===== src/include/enc_div_pkg.sv =====
// constants and types for the encoder pulse divider output
package enc_div_pkg;

  // encoder pulses per revolution for each resolution
  localparam logic [15:0] PPR_13BIT = 16'h0800;
  localparam logic [15:0] PPR_16BIT = 16'h4000;
  localparam logic [15:0] PPR_17BIT = 16'h8000;

  // divider setting limits and reset value
  localparam logic [15:0] DIV_MIN = 16'h0010;
  localparam logic [15:0] DIV_MAX = 16'h4000;
  localparam logic [15:0] DIV_RESET = 16'h4000;

  // output phase counter reset value
  localparam logic [1:0] PHASE_RESET = 2'h0;

  // encoder resolution strap
  typedef enum logic [1:0] {RES_13, RES_16, RES_17} res_t;

  // power-up capture sequence
  typedef enum logic [0:0] {ST_LOAD, ST_RUN} run_t;

endpackage


===== src/include/quad_if.sv =====
// step and direction events from the quadrature decoder
`timescale 1ns/100ps
`default_nettype none
interface quad_if;
  logic step;
  logic dir;
  modport src (output step, output dir);
  modport snk (input step, input dir);
endinterface
`default_nettype wire


===== src/logic/encoder_pulse_divider_output.sv =====
// divides the motor encoder pulse train into a/b/c differential outputs
`timescale 1ns/100ps
`default_nettype none
module encoder_pulse_divider_output #(
  parameter int DIV_W = 16,
  parameter int ACC_W = 17
) (
  // clock and reset
  input wire logic clk,
  input wire logic reset,
  // motor encoder pins
  input wire logic motor_encoder_a,
  input wire logic motor_encoder_b,
  input wire logic motor_encoder_z,
  // configuration, sampled once after reset
  input wire logic [DIV_W-1:0] pulse_divider_setting,
  input wire logic [1:0] encoder_resolution,
  // speed, torque or position control running
  input wire logic control_active,
  // differential divided outputs
  output logic div_out_a,
  output logic div_out_a_n,
  output logic div_out_b,
  output logic div_out_b_n,
  output logic div_out_marker,
  output logic div_out_marker_n
);

  if (DIV_W < 16 || ACC_W < DIV_W + 1)
  begin : g_bad_width
    $error("divider or accumulator width too small");
  end

  typedef struct packed {
    logic [2:0] sync1;
    logic [2:0] sync2;
    enc_div_pkg::run_t run;
    logic [DIV_W-1:0] div;
    logic [DIV_W-1:0] ppr;
    logic [ACC_W-1:0] acc;
    logic [1:0] phase;
    logic a;
    logic a_n;
    logic b;
    logic b_n;
    logic m;
    logic m_n;
  } state_t;

  state_t s_q;
  state_t s_d;

  quad_if ev ();

  logic [ACC_W-1:0] sum;
  logic [DIV_W-1:0] ppr_sel;
  logic [DIV_W-1:0] div_sel;

  quad_decode u_decode (
    .clk(clk),
    .reset(reset),
    .enc_a(s_q.sync2[0]),
    .enc_b(s_q.sync2[1]),
    .ev(ev.src)
  );

  // encoder resolution picks pulses per revolution and the setting limit
  always_comb
  begin
    unique case (enc_div_pkg::res_t'(encoder_resolution))
      enc_div_pkg::RES_13: ppr_sel = DIV_W'(enc_div_pkg::PPR_13BIT);
      enc_div_pkg::RES_16: ppr_sel = DIV_W'(enc_div_pkg::PPR_16BIT);
      enc_div_pkg::RES_17: ppr_sel = DIV_W'(enc_div_pkg::PPR_17BIT);
      default: ppr_sel = DIV_W'(enc_div_pkg::PPR_17BIT);
    endcase
  end

  // clamp the setting into the range the encoder can serve
  always_comb
  begin
    if (pulse_divider_setting < DIV_W'(enc_div_pkg::DIV_MIN))
    begin
      div_sel = DIV_W'(enc_div_pkg::DIV_MIN);
    end
    else if (pulse_divider_setting > DIV_W'(enc_div_pkg::DIV_MAX))
    begin
      div_sel = DIV_W'(enc_div_pkg::DIV_MAX);
    end
    else
    begin
      div_sel = pulse_divider_setting;
    end
    if (div_sel > ppr_sel && ppr_sel < DIV_W'(enc_div_pkg::DIV_MAX))
    begin
      div_sel = ppr_sel;
    end
  end

  assign sum = s_q.acc + ACC_W'(s_q.div);

  always_comb
  begin
    s_d = s_q;
    s_d.sync1 = {motor_encoder_z, motor_encoder_b, motor_encoder_a};
    s_d.sync2 = s_q.sync1;
    unique case (s_q.run)
      enc_div_pkg::ST_LOAD:
      begin
        // setting is frozen here until the next reset
        s_d.div = div_sel;
        s_d.ppr = ppr_sel;
        s_d.acc = '0;
        s_d.run = enc_div_pkg::ST_RUN;
      end
      enc_div_pkg::ST_RUN:
      begin
        if (control_active && ev.step)
        begin
          // rate scaling: one output edge per ppr/div encoder edges
          if (ev.dir)
          begin
            if (sum >= ACC_W'(s_q.ppr))
            begin
              s_d.acc = sum - ACC_W'(s_q.ppr);
              s_d.phase = s_q.phase + 2'h1;
            end
            else
            begin
              s_d.acc = sum;
            end
          end
          else
          begin
            if (s_q.acc >= ACC_W'(s_q.div))
            begin
              s_d.acc = s_q.acc - ACC_W'(s_q.div);
            end
            else
            begin
              s_d.acc = s_q.acc + ACC_W'(s_q.ppr) - ACC_W'(s_q.div);
              s_d.phase = s_q.phase - 2'h1;
            end
          end
        end
      end
    endcase
    // gray phase: forward steps make a lead b by 90 degrees
    s_d.a = s_d.phase[1] ^ s_d.phase[0];
    s_d.b = s_d.phase[1];
    s_d.a_n = ~s_d.a;
    s_d.b_n = ~s_d.b;
    // marker follows the encoder index only while control_active is high, untouched by the divider
    s_d.m = control_active & s_q.sync2[2];
    s_d.m_n = ~s_d.m;
  end

  always_ff @(posedge clk)
  begin
    if (reset)
    begin
      s_q.sync1 <= '0;
      s_q.sync2 <= '0;
      s_q.run <= enc_div_pkg::ST_LOAD;
      s_q.div <= DIV_W'(enc_div_pkg::DIV_RESET);
      s_q.ppr <= DIV_W'(enc_div_pkg::PPR_17BIT);
      s_q.acc <= '0;
      s_q.phase <= enc_div_pkg::PHASE_RESET;
      s_q.a <= 1'b0;
      s_q.a_n <= 1'b1;
      s_q.b <= 1'b0;
      s_q.b_n <= 1'b1;
      s_q.m <= 1'b0;
      s_q.m_n <= 1'b1;
    end
    else
    begin
      s_q <= s_d;
    end
  end

  // the gear ratio lives elsewhere and never reaches this path
  assign div_out_a = s_q.a;
  assign div_out_a_n = s_q.a_n;
  assign div_out_b = s_q.b;
  assign div_out_b_n = s_q.b_n;
  assign div_out_marker = s_q.m;
  assign div_out_marker_n = s_q.m_n;

endmodule // encoder_pulse_divider_output
`default_nettype wire


===== src/logic/quad_decode.sv =====
// quadrature decoder turning synchronised a/b levels into count events
`timescale 1ns/100ps
`default_nettype none
module quad_decode (
  // clock and reset
  input wire logic clk,
  input wire logic reset,
  // synchronised encoder phases
  input wire logic enc_a,
  input wire logic enc_b,
  // count events
  quad_if.src ev
);

  typedef struct packed {
    logic a;
    logic b;
    logic step;
    logic dir;
    logic [1:0] warm;
  } dec_t;

  dec_t s_q;
  dec_t s_d;

  always_comb
  begin
    s_d = s_q;
    s_d.a = enc_a;
    s_d.b = enc_b;
    s_d.step = 1'b0;
    s_d.dir = 1'b0;
    // forward when a leads b: 00 -> 10 -> 11 -> 01 -> 00
    unique case ({s_q.a, s_q.b, enc_a, enc_b})
      4'h2, 4'hb, 4'hd, 4'h4:
      begin
        s_d.step = 1'b1;
        s_d.dir = 1'b1;
      end
      4'h1, 4'h7, 4'he, 4'h8:
      begin
        s_d.step = 1'b1;
        s_d.dir = 1'b0;
      end
      // no change, or a double jump that cannot be resolved
      default:
      begin
        s_d.step = 1'b0;
      end
    endcase
    // the first compares after reset see the cleared synchroniser, not the pin
    s_d.warm = (s_q.warm == 2'h3) ? s_q.warm : s_q.warm + 2'h1;
    if (s_q.warm != 2'h3)
    begin
      s_d.step = 1'b0;
    end
  end

  always_ff @(posedge clk)
  begin
    if (reset)
    begin
      s_q <= '0;
    end
    else
    begin
      s_q <= s_d;
    end
  end

  assign ev.step = s_q.step;
  assign ev.dir = s_q.dir;

endmodule // quad_decode
`default_nettype wire


===== config.mk =====
export PLATFORM = sky130hd
export DESIGN_NAME = encoder_pulse_divider_output
export DESIGN_NICKNAME = d
export VERILOG_FILES = /design/src/include/enc_div_pkg.sv /design/src/include/quad_if.sv /design/src/logic/encoder_pulse_divider_output.sv /design/src/logic/quad_decode.sv
export SDC_FILE = /design/constraint.sdc
export NUM_CORES = 1
export LEC_CHECK = 0
export ABC_AREA = 1
export BUFFER_PORTS_ARGS = -buffer_cell sky130_fd_sc_hd__buf_2
export CAP_MARGIN = 20
export CORE_MARGIN = 4
export CORE_UTILIZATION = 40
export DETAILED_ROUTE_END_ITERATION = 12
export GPL_ROUTABILITY_DRIVEN = 0
export SLEW_MARGIN = 20
export SYNTH_ARGS = -nofsm -noshare
export SYNTH_HDL_FRONTEND = slang
export SYNTH_HIERARCHICAL = 1
export SYNTH_SLANG_ARGS = --single-unit

===== constraint.sdc =====
create_clock -name clk -period 3.5 [get_ports clk]
set_clock_uncertainty 0.15 [all_clocks]
set_input_delay 0.175 -clock clk [delete_from_list [all_inputs] [get_ports clk]]
set_output_delay 0.175 -clock clk [all_outputs]
set_load 0.05 [all_outputs]

==> Word level (Yosys, flattened, before mapping) <==
Cells that the tools add are included.
{ "totals": {"out_inout_bits": 6, "input_bits": 24, "wordCells": 70, "register_bits": 70} }
{ "op_classes": {"bitwise_logic": 6, "addsub": 8, "order_cmp": 6, "n_mux": 14, "n_eq_ne": 12, "reduce_logical": 6} }
{ "ops": {"columns": ["operator", "n"], "rows": [
  ["17-bit by 16-bit subtractor with 17-bit output", 3],
  ["16-bit two-way mux", 3],
  ["19-bit two-way mux", 2],
  ["17-bit by 16-bit adder with 17-bit output", 2],
  ["17-bit by 16-bit greater-or-equal comparator with 1-bit output", 2],
  ["17-bit two-way mux", 2],
  ["17-bit one-hot mux with 2 select lines", 1],
  ["16-bit one-hot mux with 2 select lines", 1],
  ["4-bit == test, second input constant", 4],
  ["16-bit by 15-bit > comparator with 1-bit output, second input constant", 1],
  ["16-bit > comparator", 1],
  ["16-bit by 15-bit less-than comparator with 1-bit output, second input constant", 1],
  ["16-bit by 5-bit less-than comparator with 1-bit output, second input constant", 1],
  ["4-bit by 3-bit == test with 1-bit output, second input constant", 2],
  ["8-bit OR reduction", 1],
  ["2-bit two-way mux", 3],
  ["2-bit by 1-bit adder with 2-bit output, second input constant", 2],
  ["4-bit by 1-bit == test with 1-bit output, second input constant", 1],
  ["4-bit by 2-bit == test with 1-bit output, second input constant", 1],
  ["1-bit inverter", 4],
  ["4-bit OR reduction", 1],
  ["2-bit by 1-bit == test with 1-bit output, second input constant", 1],
  ["2-bit == test, second input constant", 1],
  ["1-bit logical AND", 2],
  ["8 further kinds", 9]
]} }

==> Depth between registers and ports, before layout <==
Gate-level depths: netlist of the first run.
{ "depth": {"depth_word": 8, "depth_mapped": 33, "depth_no_buf": 32} }

==> Cells and area by module <==
Netlist of the first run, hierarchy kept.
{ "by_module_without_submodules": {"columns": ["mod", "seq_area_each_um2", "instances", "area_per_inst_um2", "cells_per_inst"], "rows": [
  ["encoder_pulse_divider_output", 1001.0, 1, 5459.0, 804],
  ["quad_decode", 120.1, 1, 256.5, 35]
]} }

==> Least setup slack after synthesis of the first run <==
Ideal clock, no wire load.
{ "synth_path": {"kind": "register to register", "from": "reg s_q[47] (netlist bit)", "to": "reg s_q (netlist bit div_out_a)", "setup_slack_ns": -0.057, "t_arrival_ns": 3.299, "stages_incl_launch_ff": 31, "synth_period_minus_slack_ns": 3.557, "n_path_buf": 1, "required_time_ns": 3.242, "setup_ns": 0.108, "path_cell_list": "dfxtp_1 -> inv_1 -> ha_1 -> buf_6 -> nor2_2 -> nand2_1 -> nor3_2 -> nand2_2 -> nand3_2 -> nand2_1 -> nand2_1 -> nand2_1 -> nand2_1 -> xor2_1 -> inv_1 -> ha_1 -> nand3b_1 -> nor2_1 -> nand3_1 -> nor2_1 -> nand3_1 -> nor2_2 -> nand3_4 -> nand2_2 -> inv_2 -> nand3_2 -> nand4_1 -> nand3_1 -> nand2_1 -> nand2_2 -> inv_2"} }
{ "synth_via": {"elab_chain_len": 7, "elab_cells_between_ends": 9, "classes_between": "1 x add/sub; 2 x order compare; 5 x mux; 1 x bitwise"} }
{ "synth_lines": {"columns": ["item", "line", "text"], "rows": [
  ["from (decl)", "encoder_pulse_divider_output.sv:50", "state_t s_q;"],
  ["17-bit by 16-bit adder with 17-bit output", "encoder_pulse_divider_output.sv:99", "assign sum = s_q.acc + ACC_W'(s_q.div);"],
  ["17-bit by 16-bit greater-or-equal comparator with 1-bit output", "encoder_pulse_divider_output.sv:122", "if (sum >= ACC_W'(s_q.ppr))"],
  ["2-bit two-way mux", "encoder_pulse_divider_output.sv:122", null],
  ["19-bit two-way mux *", "encoder_pulse_divider_output.sv:120", "if (ev.dir)"],
  ["19-bit two-way mux *", "encoder_pulse_divider_output.sv:117", "if (control_active && ev.step)"],
  ["2-bit two-way mux *", "encoder_pulse_divider_output.sv:106", "unique case (s_q.run)"],
  ["1-bit XOR *", "encoder_pulse_divider_output.sv:148", "s_d.a = s_d.phase[1] ^ s_d.phase[0];"]
]} }
Every way passes the cells marked *; elsewhere a longest branch is shown, timed or not. The select of a mux whose other input is x is not followed.
A chain may end at the register's enable or synchronous reset.

==> Worst setup path in the final report of the first run <==
{ "layout_path": {"from": "reg s_q[8] (netlist bit)", "to": "reg s_q (netlist bit div_out_a)"} }
Same word-level chain as after synthesis.

==> results.json, run 1 <==
{
  "dp_cells": 1123,
  "rsz0062_at_grt": "yes",
  "drtIter0Drc": 298,
  "peakVddDrop_mv": 0.271,
  "async_flop_share_pct": 0,
  "drive_above_1_share_pct": 31.3,
  "htreeDepth": 2,
  "antenna_found_initial": 0,
  "cts_tree": "built",
  "synth_cell_type_count": 51,
  "tightest_slew_ns": 0.677,
  "synth_top_area_share_pct": 19.6,
  "min_to": "s_q[41]$_SDFFE_PP0N_",
  "reg2reg_depth": 29,
  "holdPathStages": 3,
  "die_h_um": 128,
  "fin_nets": 1077,
  "critPathKind": "flop to flop",
  "vias_per_cell": 5.12,
  "maxCapViolCount": 0,
  "gr-total-overflow": 0,
  "cts_buffers": 5,
  "wl_um": 18200,
  "hold_start": "pulse_divider_setting[0]",
  "yosysWarningCount": 6,
  "fin_area_mm2": 0.00747,
  "cts_root_buffer": "clkbuf_16",
  "placed_area_mm2": 0.00671,
  "endpoint_kind": "flop",
  "postSynthAreaPerCell_um2": 6.81,
  "rrSetupSlack_ns": -0.07,
  "ios": 30,
  "drtAntennaViolNets": 0,
  "die_w_um": 128,
  "hold_path_class": "primary input to flop",
  "worstReg2RegStart": "s_q[8]$_SDFFE_PP0P_",
  "p_leak_nw": 3.60,
  "synth_seq_cells": 56,
  "vias": 5957,
  "dr.pass1.iters": 5,
  "status": "complete, but fails checks",
  "grt_max_degree": 36,
  "synth_ff_type": "dfxtp_1",
  "critical_path_arrival_ns": 3.63,
  "io_buffers": 29,
  "finalSetupViolCount": 6,
  "fmax_mhz": 280,
  "cp_common_cell": "nand3_4",
  "clk_pin_slew_ns": 0.08,
  "dp_hpwl_um": 14000,
  "fin_util_pct": 53.6,
  "rows": 43,
  "min_period_over_period_pct": 102,
  "slew_violations": 0,
  "relSlewSlack_pct": 54.6,
  "fin_cells": 1163,
  "syn-num-nets": 934,
  "yosysTopAreaCell": "dfxtp_1",
  "grt_use_total_pct": 22.4,
  "area_growth_syn_to_layout_pct": 30.6,
  "critPathMaxFanout": 3,
  "diodes": 0,
  "die-area_mm2": 0.0163,
  "start_kind": "flop",
  "synth_area_mm2": 0.00572,
  "seq_area_frac_synth_pct": 19.6,
  "initial_utilization_pct": 41.0,
  "total_power_mw": 1.74,
  "cp_slowest_cell": "dfxtp_2",
  "holdWs_ns": 0.00606,
  "cp.required_ns": 3.56,
  "cellPowerDensity_mw_per_mm2": 234,
  "cp-startpoint": "s_q[8]$_SDFFE_PP0P_",
  "drc": 0,
  "clockBufferDepth": 2,
  "wl_per_cell_um": 15.6,
  "reg2reg_to": "div_out_a$_SDFF_PP0_",
  "clock_latency_ns": 0.31,
  "failed_checks": "setup timing",
  "core_mm2": 0.0139,
  "synth-edff-count": 0,
  "grt_pass1_vias": 5841,
  "grt_pass1_wl_um": 29200,
  "synthCells": 839,
  "setup_ws_ns": -0.0652,
  "hold_violations": 0,
  "max_stage_delay_ns": 0.36,
  "synth_area_leaders": "dfxtp_1 20%, ha_1 12%, nand2_1 11%, inv_1 8.7%, fa_1 5.6%",
  "fin_crit_ns": 3.57,
  "clock-sinks": 56
}
==> worst max-delay path: cells and delay by family, from the launching register on <==
family | cells | cell delay [ns]
xor+xnor | 1 | 0.13
compound gates | 1 | 0.08
flops | 1 | 0.36
buf+inv | 6 | 0.34
simple gates | 18 | 1.62
fa+ha+maj | 3 | 0.77
==> cells in the final DEF, fill, tap and decap left out, drive strengths merged, types with 2 or more instances in the layout <==
cell type / netlist / final
nand2: 195 / 195
inv: 147 / 151
buf: 12 / 151
nand3: 70 / 70
nor2: 69 / 69
dfxtp: 56 / 56
ha: 55 / 55
a21oi: 54 / 54
o21ai: 34 / 34
xor2: 25 / 25
fa: 16 / 16
o211ai: 14 / 14
nand4: 11 / 11
o22ai: 9 / 9
nor3: 8 / 8
dlygate4sd3: 0 / 7
or2: 6 / 6
a31oi: 6 / 6
o21bai: 6 / 6
clkinv: 6 / 5
nor4: 5 / 5
clkbuf: 10 / 5
a21o: 4 / 4
xnor2: 4 / 4
nand3b: 3 / 3
a21boi: 2 / 2
a221oi: 2 / 2
o21a: 2 / 2
o311ai: 2 / 2
==> worst max path at each step <==
stage,end
floorplan,div_out_a$_SDFF_PP0_
global placement,div_out_a_n$_SDFF_PP1_
detailed placement,div_out_a$_SDFF_PP0_
CTS,div_out_a_n$_SDFF_PP1_
global route,div_out_a$_SDFF_PP0_
finish,div_out_a$_SDFF_PP0_
==> synth_stat cells (7+ instances only) <==
| cell type | count |
|---|---|
| nand2_1 | 170 |
| inv_1 | 132 |
| nand3_1 | 59 |
| dfxtp_1 | 56 |
| ha_1 | 55 |
| nor2_1 | 53 |
| a21oi_1 | 49 |
| o21ai_0 | 27 |
| xor2_1 | 25 |
| nand2_2 | 21 |
| fa_1 | 16 |
| inv_2 | 15 |
| nor2_2 | 14 |
| o211ai_1 | 13 |
| nand4_1 | 11 |
| clkbuf_1 | 10 |
| o22ai_1 | 9 |
| nand3_2 | 8 |
| nor3_1 | 7 |
==> layout make-up <==
| class | count | area [um^2] |
|---|---|---|
| clock inverter | 3 | 28.8 |
| clock buffer | 5 | 125 |
| tap | 180 | 225 |
| fill | 1344 | 6470 |
| inverter | 153 | 577 |
| multi-input combinational | 608 | 4230 |
| sequential | 56 | 1140 |
| timing repair buffer | 158 | 1130 |
==> per-layer routing <==
metal  share of wire [%]  vias up  track usage [%]  routed length [um]
li1                    -     2984                -                   -
met1                  46     2752             30.5                8270
met2                  46      185             37.3                8380
met3                 5.5       36             2.59                 999
met4                 2.8        0             6.69                 512
met5                   0        -                0                   0
==> through the flow <==
stage / setup WS (ns) / setup TNS [ns]
finish: -0.0652 / -0.214
global route: -0.393 / -3.23
CTS: 0.00582 / 0
detailed placement: -0.112 / -0.436
global placement: -0.0660 / -0.209
floorplan: 0.0180 / 0
==> logic make-up after synthesis <==
family / synth area share (%)
other: 0.0656
buffers and inverters: 12.1
AO/OA/AOI/OAI: 14.9
AND/OR/NAND/NOR: 31.2
XOR/XNOR: 4.44
adder cells (fa/ha/maj): 17.6
flip-flops: 19.6
==> state kept, by name, indices dropped and copies added, names as in the netlist <==
signal,cells
u_decode/s_q,4
div_out_marker,1
s_q,42
s_d,3
div_out_a_n,1
div_out_b_n,1
u_decode/ev.dir,1
u_decode/ev.step,1
div_out_a,1
div_out_marker_n,1
==> power breakdown <==
| part | internal (mW) | leakage, nW | switching [mW] |
|---|---|---|---|
| clock network | 0.277 | 0.0767 | 0.272 |
| registers | 0.655 | 0.464 | 0.0129 |
| logic | 0.201 | 3.06 | 0.327 |
| total | 1.13 | 3.60 | 0.612 |
==> repair_timing <==
action                                  4_1_cts  5_1_grt
resized for setup                            54       34
pin swaps                                    13       17
buffers inserted                             14       11
endpoints found under the setup margin       11       11
endpoints found under the hold margin         7        0
hold buffers                                  7        0
(Power assumes the default switching activity.)
==> run 2: changes to the inputs <==
PLACE_DENSITY = 0.7   (was unset)
SLEW_MARGIN = unset   (was 20)
==> run 2 against run 1 <==
Compared with the run above:
- the run still ends with setup timing left
- worst hold slack got worse by 0.0026 ns
- sequential power barely moved
- flip-flop and latch count did not move
- critical endpoint is now div_out_a_n$_SDFF_PP1_
==> results.json, run 2 (same netlist as run 1, synthesis figures left out) <==
{
  "status": "complete, but fails checks",
  "failed_checks": "setup timing",
  "cts_tree": "built",
  "tightest_slew_ns": 0.653,
  "layout_commonest_cell": "nand2_1",
  "pwr-share-comb_pct": 29.6,
  "initial_utilization_pct": 41.0,
  "grt_use_total_pct": 21.2,
  "use_met2_pct": 35.4,
  "grt_max_degree": 36,
  "critPathKind": "flop to flop",
  "cp.required_ns": 3.56,
  "cp_slowest_cell": "dfxtp_2",
  "area_growth_syn_to_layout_pct": 28.3,
  "min_period_over_period_pct": 105,
  "start_kind": "flop",
  "peakVddDrop_mv": 0.252,
  "drive_above_1_share_pct": 29.2,
  "cpLargestDelayFamily": "simple AND/OR/NAND/NOR gates",
  "drtIter0Drc": 418,
  "total_power_mw": 1.74,
  "use_met3_pct": 4.35,
  "p_seq_share_pct": 38.5,
  "rrSetupSlack_ns": -0.17,
  "core_mm2": 0.0139,
  "critical_path_arrival_ns": 3.73,
  "fin_cells": 1148,
  "drtAntennaViolNets": 0,
  "wl_per_cell_um": 15.3,
  "clock-sinks": 56,
  "swShare_pct": 35.2,
  "gr-total-overflow": 0,
  "maxCapViolCount": 0,
  "die_h_um": 128,
  "diodes": 0,
  "fin_tns_setup_ns": -0.875,
  "setup_ws_ns": -0.169,
  "p_leak_nw": 3.53,
  "grt_pass1_wl_um": 27600,
  "slew_violations": 0,
  "hold_violations": 0,
  "htreeDepth": 2,
  "die_w_um": 128,
  "dp_cells": 1115,
  "largest_register_ffs": 42,
  "largest-register": "s_q",
  "ios": 30,
  "crit_buf_inv": 4,
  "die-area_mm2": 0.0163,
  "mostFrequentLayoutCells": "162 x nand2_1, 126 x inv_1, 105 x buf_4, 55 x nand3_1, 50 x nor2_1",
  "nFillCells": 1285,
  "max_stage_delay_ns": 0.34,
  "clkPwrFrac_pct": 31.9,
  "pre_cts_slack_ns": -0.223,
  "grt_pass1_vias": 5672,
  "met1_usage_pct": 26.5,
  "finalSetupViolCount": 10,
  "rows": 43,
  "endpoint_kind": "flop",
  "fin_crit_ns": 3.67,
  "fin_nets": 1062,
  "vias": 6034,
  "dp_hpwl_um": 13300,
  "p_switching_mw": 0.611,
  "hold_path_class": "primary input to flop",
  "clockBufferDepth": 2,
  "fmax_mhz": 273,
  "cts_buffers": 5,
  "critPathMaxFanout": 4,
  "antenna_found_initial": 0,
  "clock_latency_ns": 0.31,
  "dr.pass1.iters": 5,
  "io_buffers": 29,
  "vias_per_cell": 5.26,
  "grt.busiest_layer": "met2",
  "rsz0062_at_grt": "yes",
  "cts_root_buffer": "clkbuf_16",
  "intPower_mw": 1.12,
  "drc": 0,
  "relSlewSlack_pct": 56.2,
  "cellPowerDensity_mw_per_mm2": 237,
  "cp_common_cell": "nand2_2",
  "wl_um": 17600,
  "clk_pin_slew_ns": 0.08
}
## run 2: changes by cell type in the layout (fill, tap and decap cells not counted), moves of 2 or more
cell / delta
inv_1: +4
dlygate4sd3_1: -2
inv_2: -5
dfxtp_2: -7
buf_6: +3
dfxtp_1: +7
a21oi_2: +2
nor2_2: +2
buf_4: -17
## run 2: worst paths after layout
kind	cells past startpoint	endpoint	startpoint
setup reg to reg	28	div_out_a_n$_SDFF_PP1_	s_q[8]$_SDFFE_PP0P_
hold / removal	3	s_q[53]$_SDFFE_PP0N_	pulse_divider_setting[12]
hold reg to reg	2	s_q[60]$_SDFF_PP0_	s_d[60]$_SDFF_PP0_
setup / recovery	28	div_out_a_n$_SDFF_PP1_	s_q[8]$_SDFFE_PP0P_
## run 2: power groups by stage
stage	sequential, mW	clock (mW)	combinational, mW
3_5_place_dp	0.684	0	0.480
3_3_place_gp	0.682	0	0.476
5_1_grt	0.671	0.583	0.567
2_1_floorplan	0.684	0	0.333
4_1_cts	0.669	0.560	0.498
6_report	0.669	0.554	0.513
## run 2: metrics by stage
| step | hold WS, ns | instance area (um^2) | utilization, % |
|---|---|---|---|
| final | 0.00343 | 7330 | 52.6 |
| after global routing | 0.0258 | 7330 | 52.6 |
| after CTS | 0.00366 | 7110 | 51.0 |
| after detailed placement | 0.231 | 6650 | 47.7 |
| after global placement | 0.226 | 6650 | 47.7 |
| after floorplan | 0.0941 | 5730 | - |
## run 2: layout make-up
| cell class | count | area (um^2) | area share [%] |
|---|---|---|---|
| Tap cell | 180 | 225 | 3.07 |
| Inverter | 153 | 577 | 7.87 |
| Sequential cell | 56 | 1140 | 15.5 |
| Timing Repair Buffer | 142 | 1020 | 13.9 |
| Clock inverter | 3 | 28.8 | 0.392 |
| Clock buffer | 5 | 125 | 1.71 |
| Multi-Input combinational cell | 609 | 4220 | 57.6 |
## run 2: layer usage
layer	wire (um)	vias up
met2	8050	218
met4	699	0
met5	0	-
li1	-	2959
met3	1220	55
met1	7580	2802
## run 2: repair_timing
action | in CTS | in global routing
endpoints found under the hold margin | 6 | 0
cloned | 0 | 1
resized for setup | 37 | 37
setup buffers | 9 | 10
endpoints found under the setup margin | 11 | 11
pin swaps | 19 | 28
hold buffers | 5 | 0
## run 2: worst reg2reg max path, delay by kind of cell, from the launching register on
kind                       cells  cell delay, ns
xor gates and xnor gates       1            0.20
buffers and inverters          4            0.42
and+or+nand+nor               21            1.97
DFF                            1            0.34
adders and majority gates      2            0.46
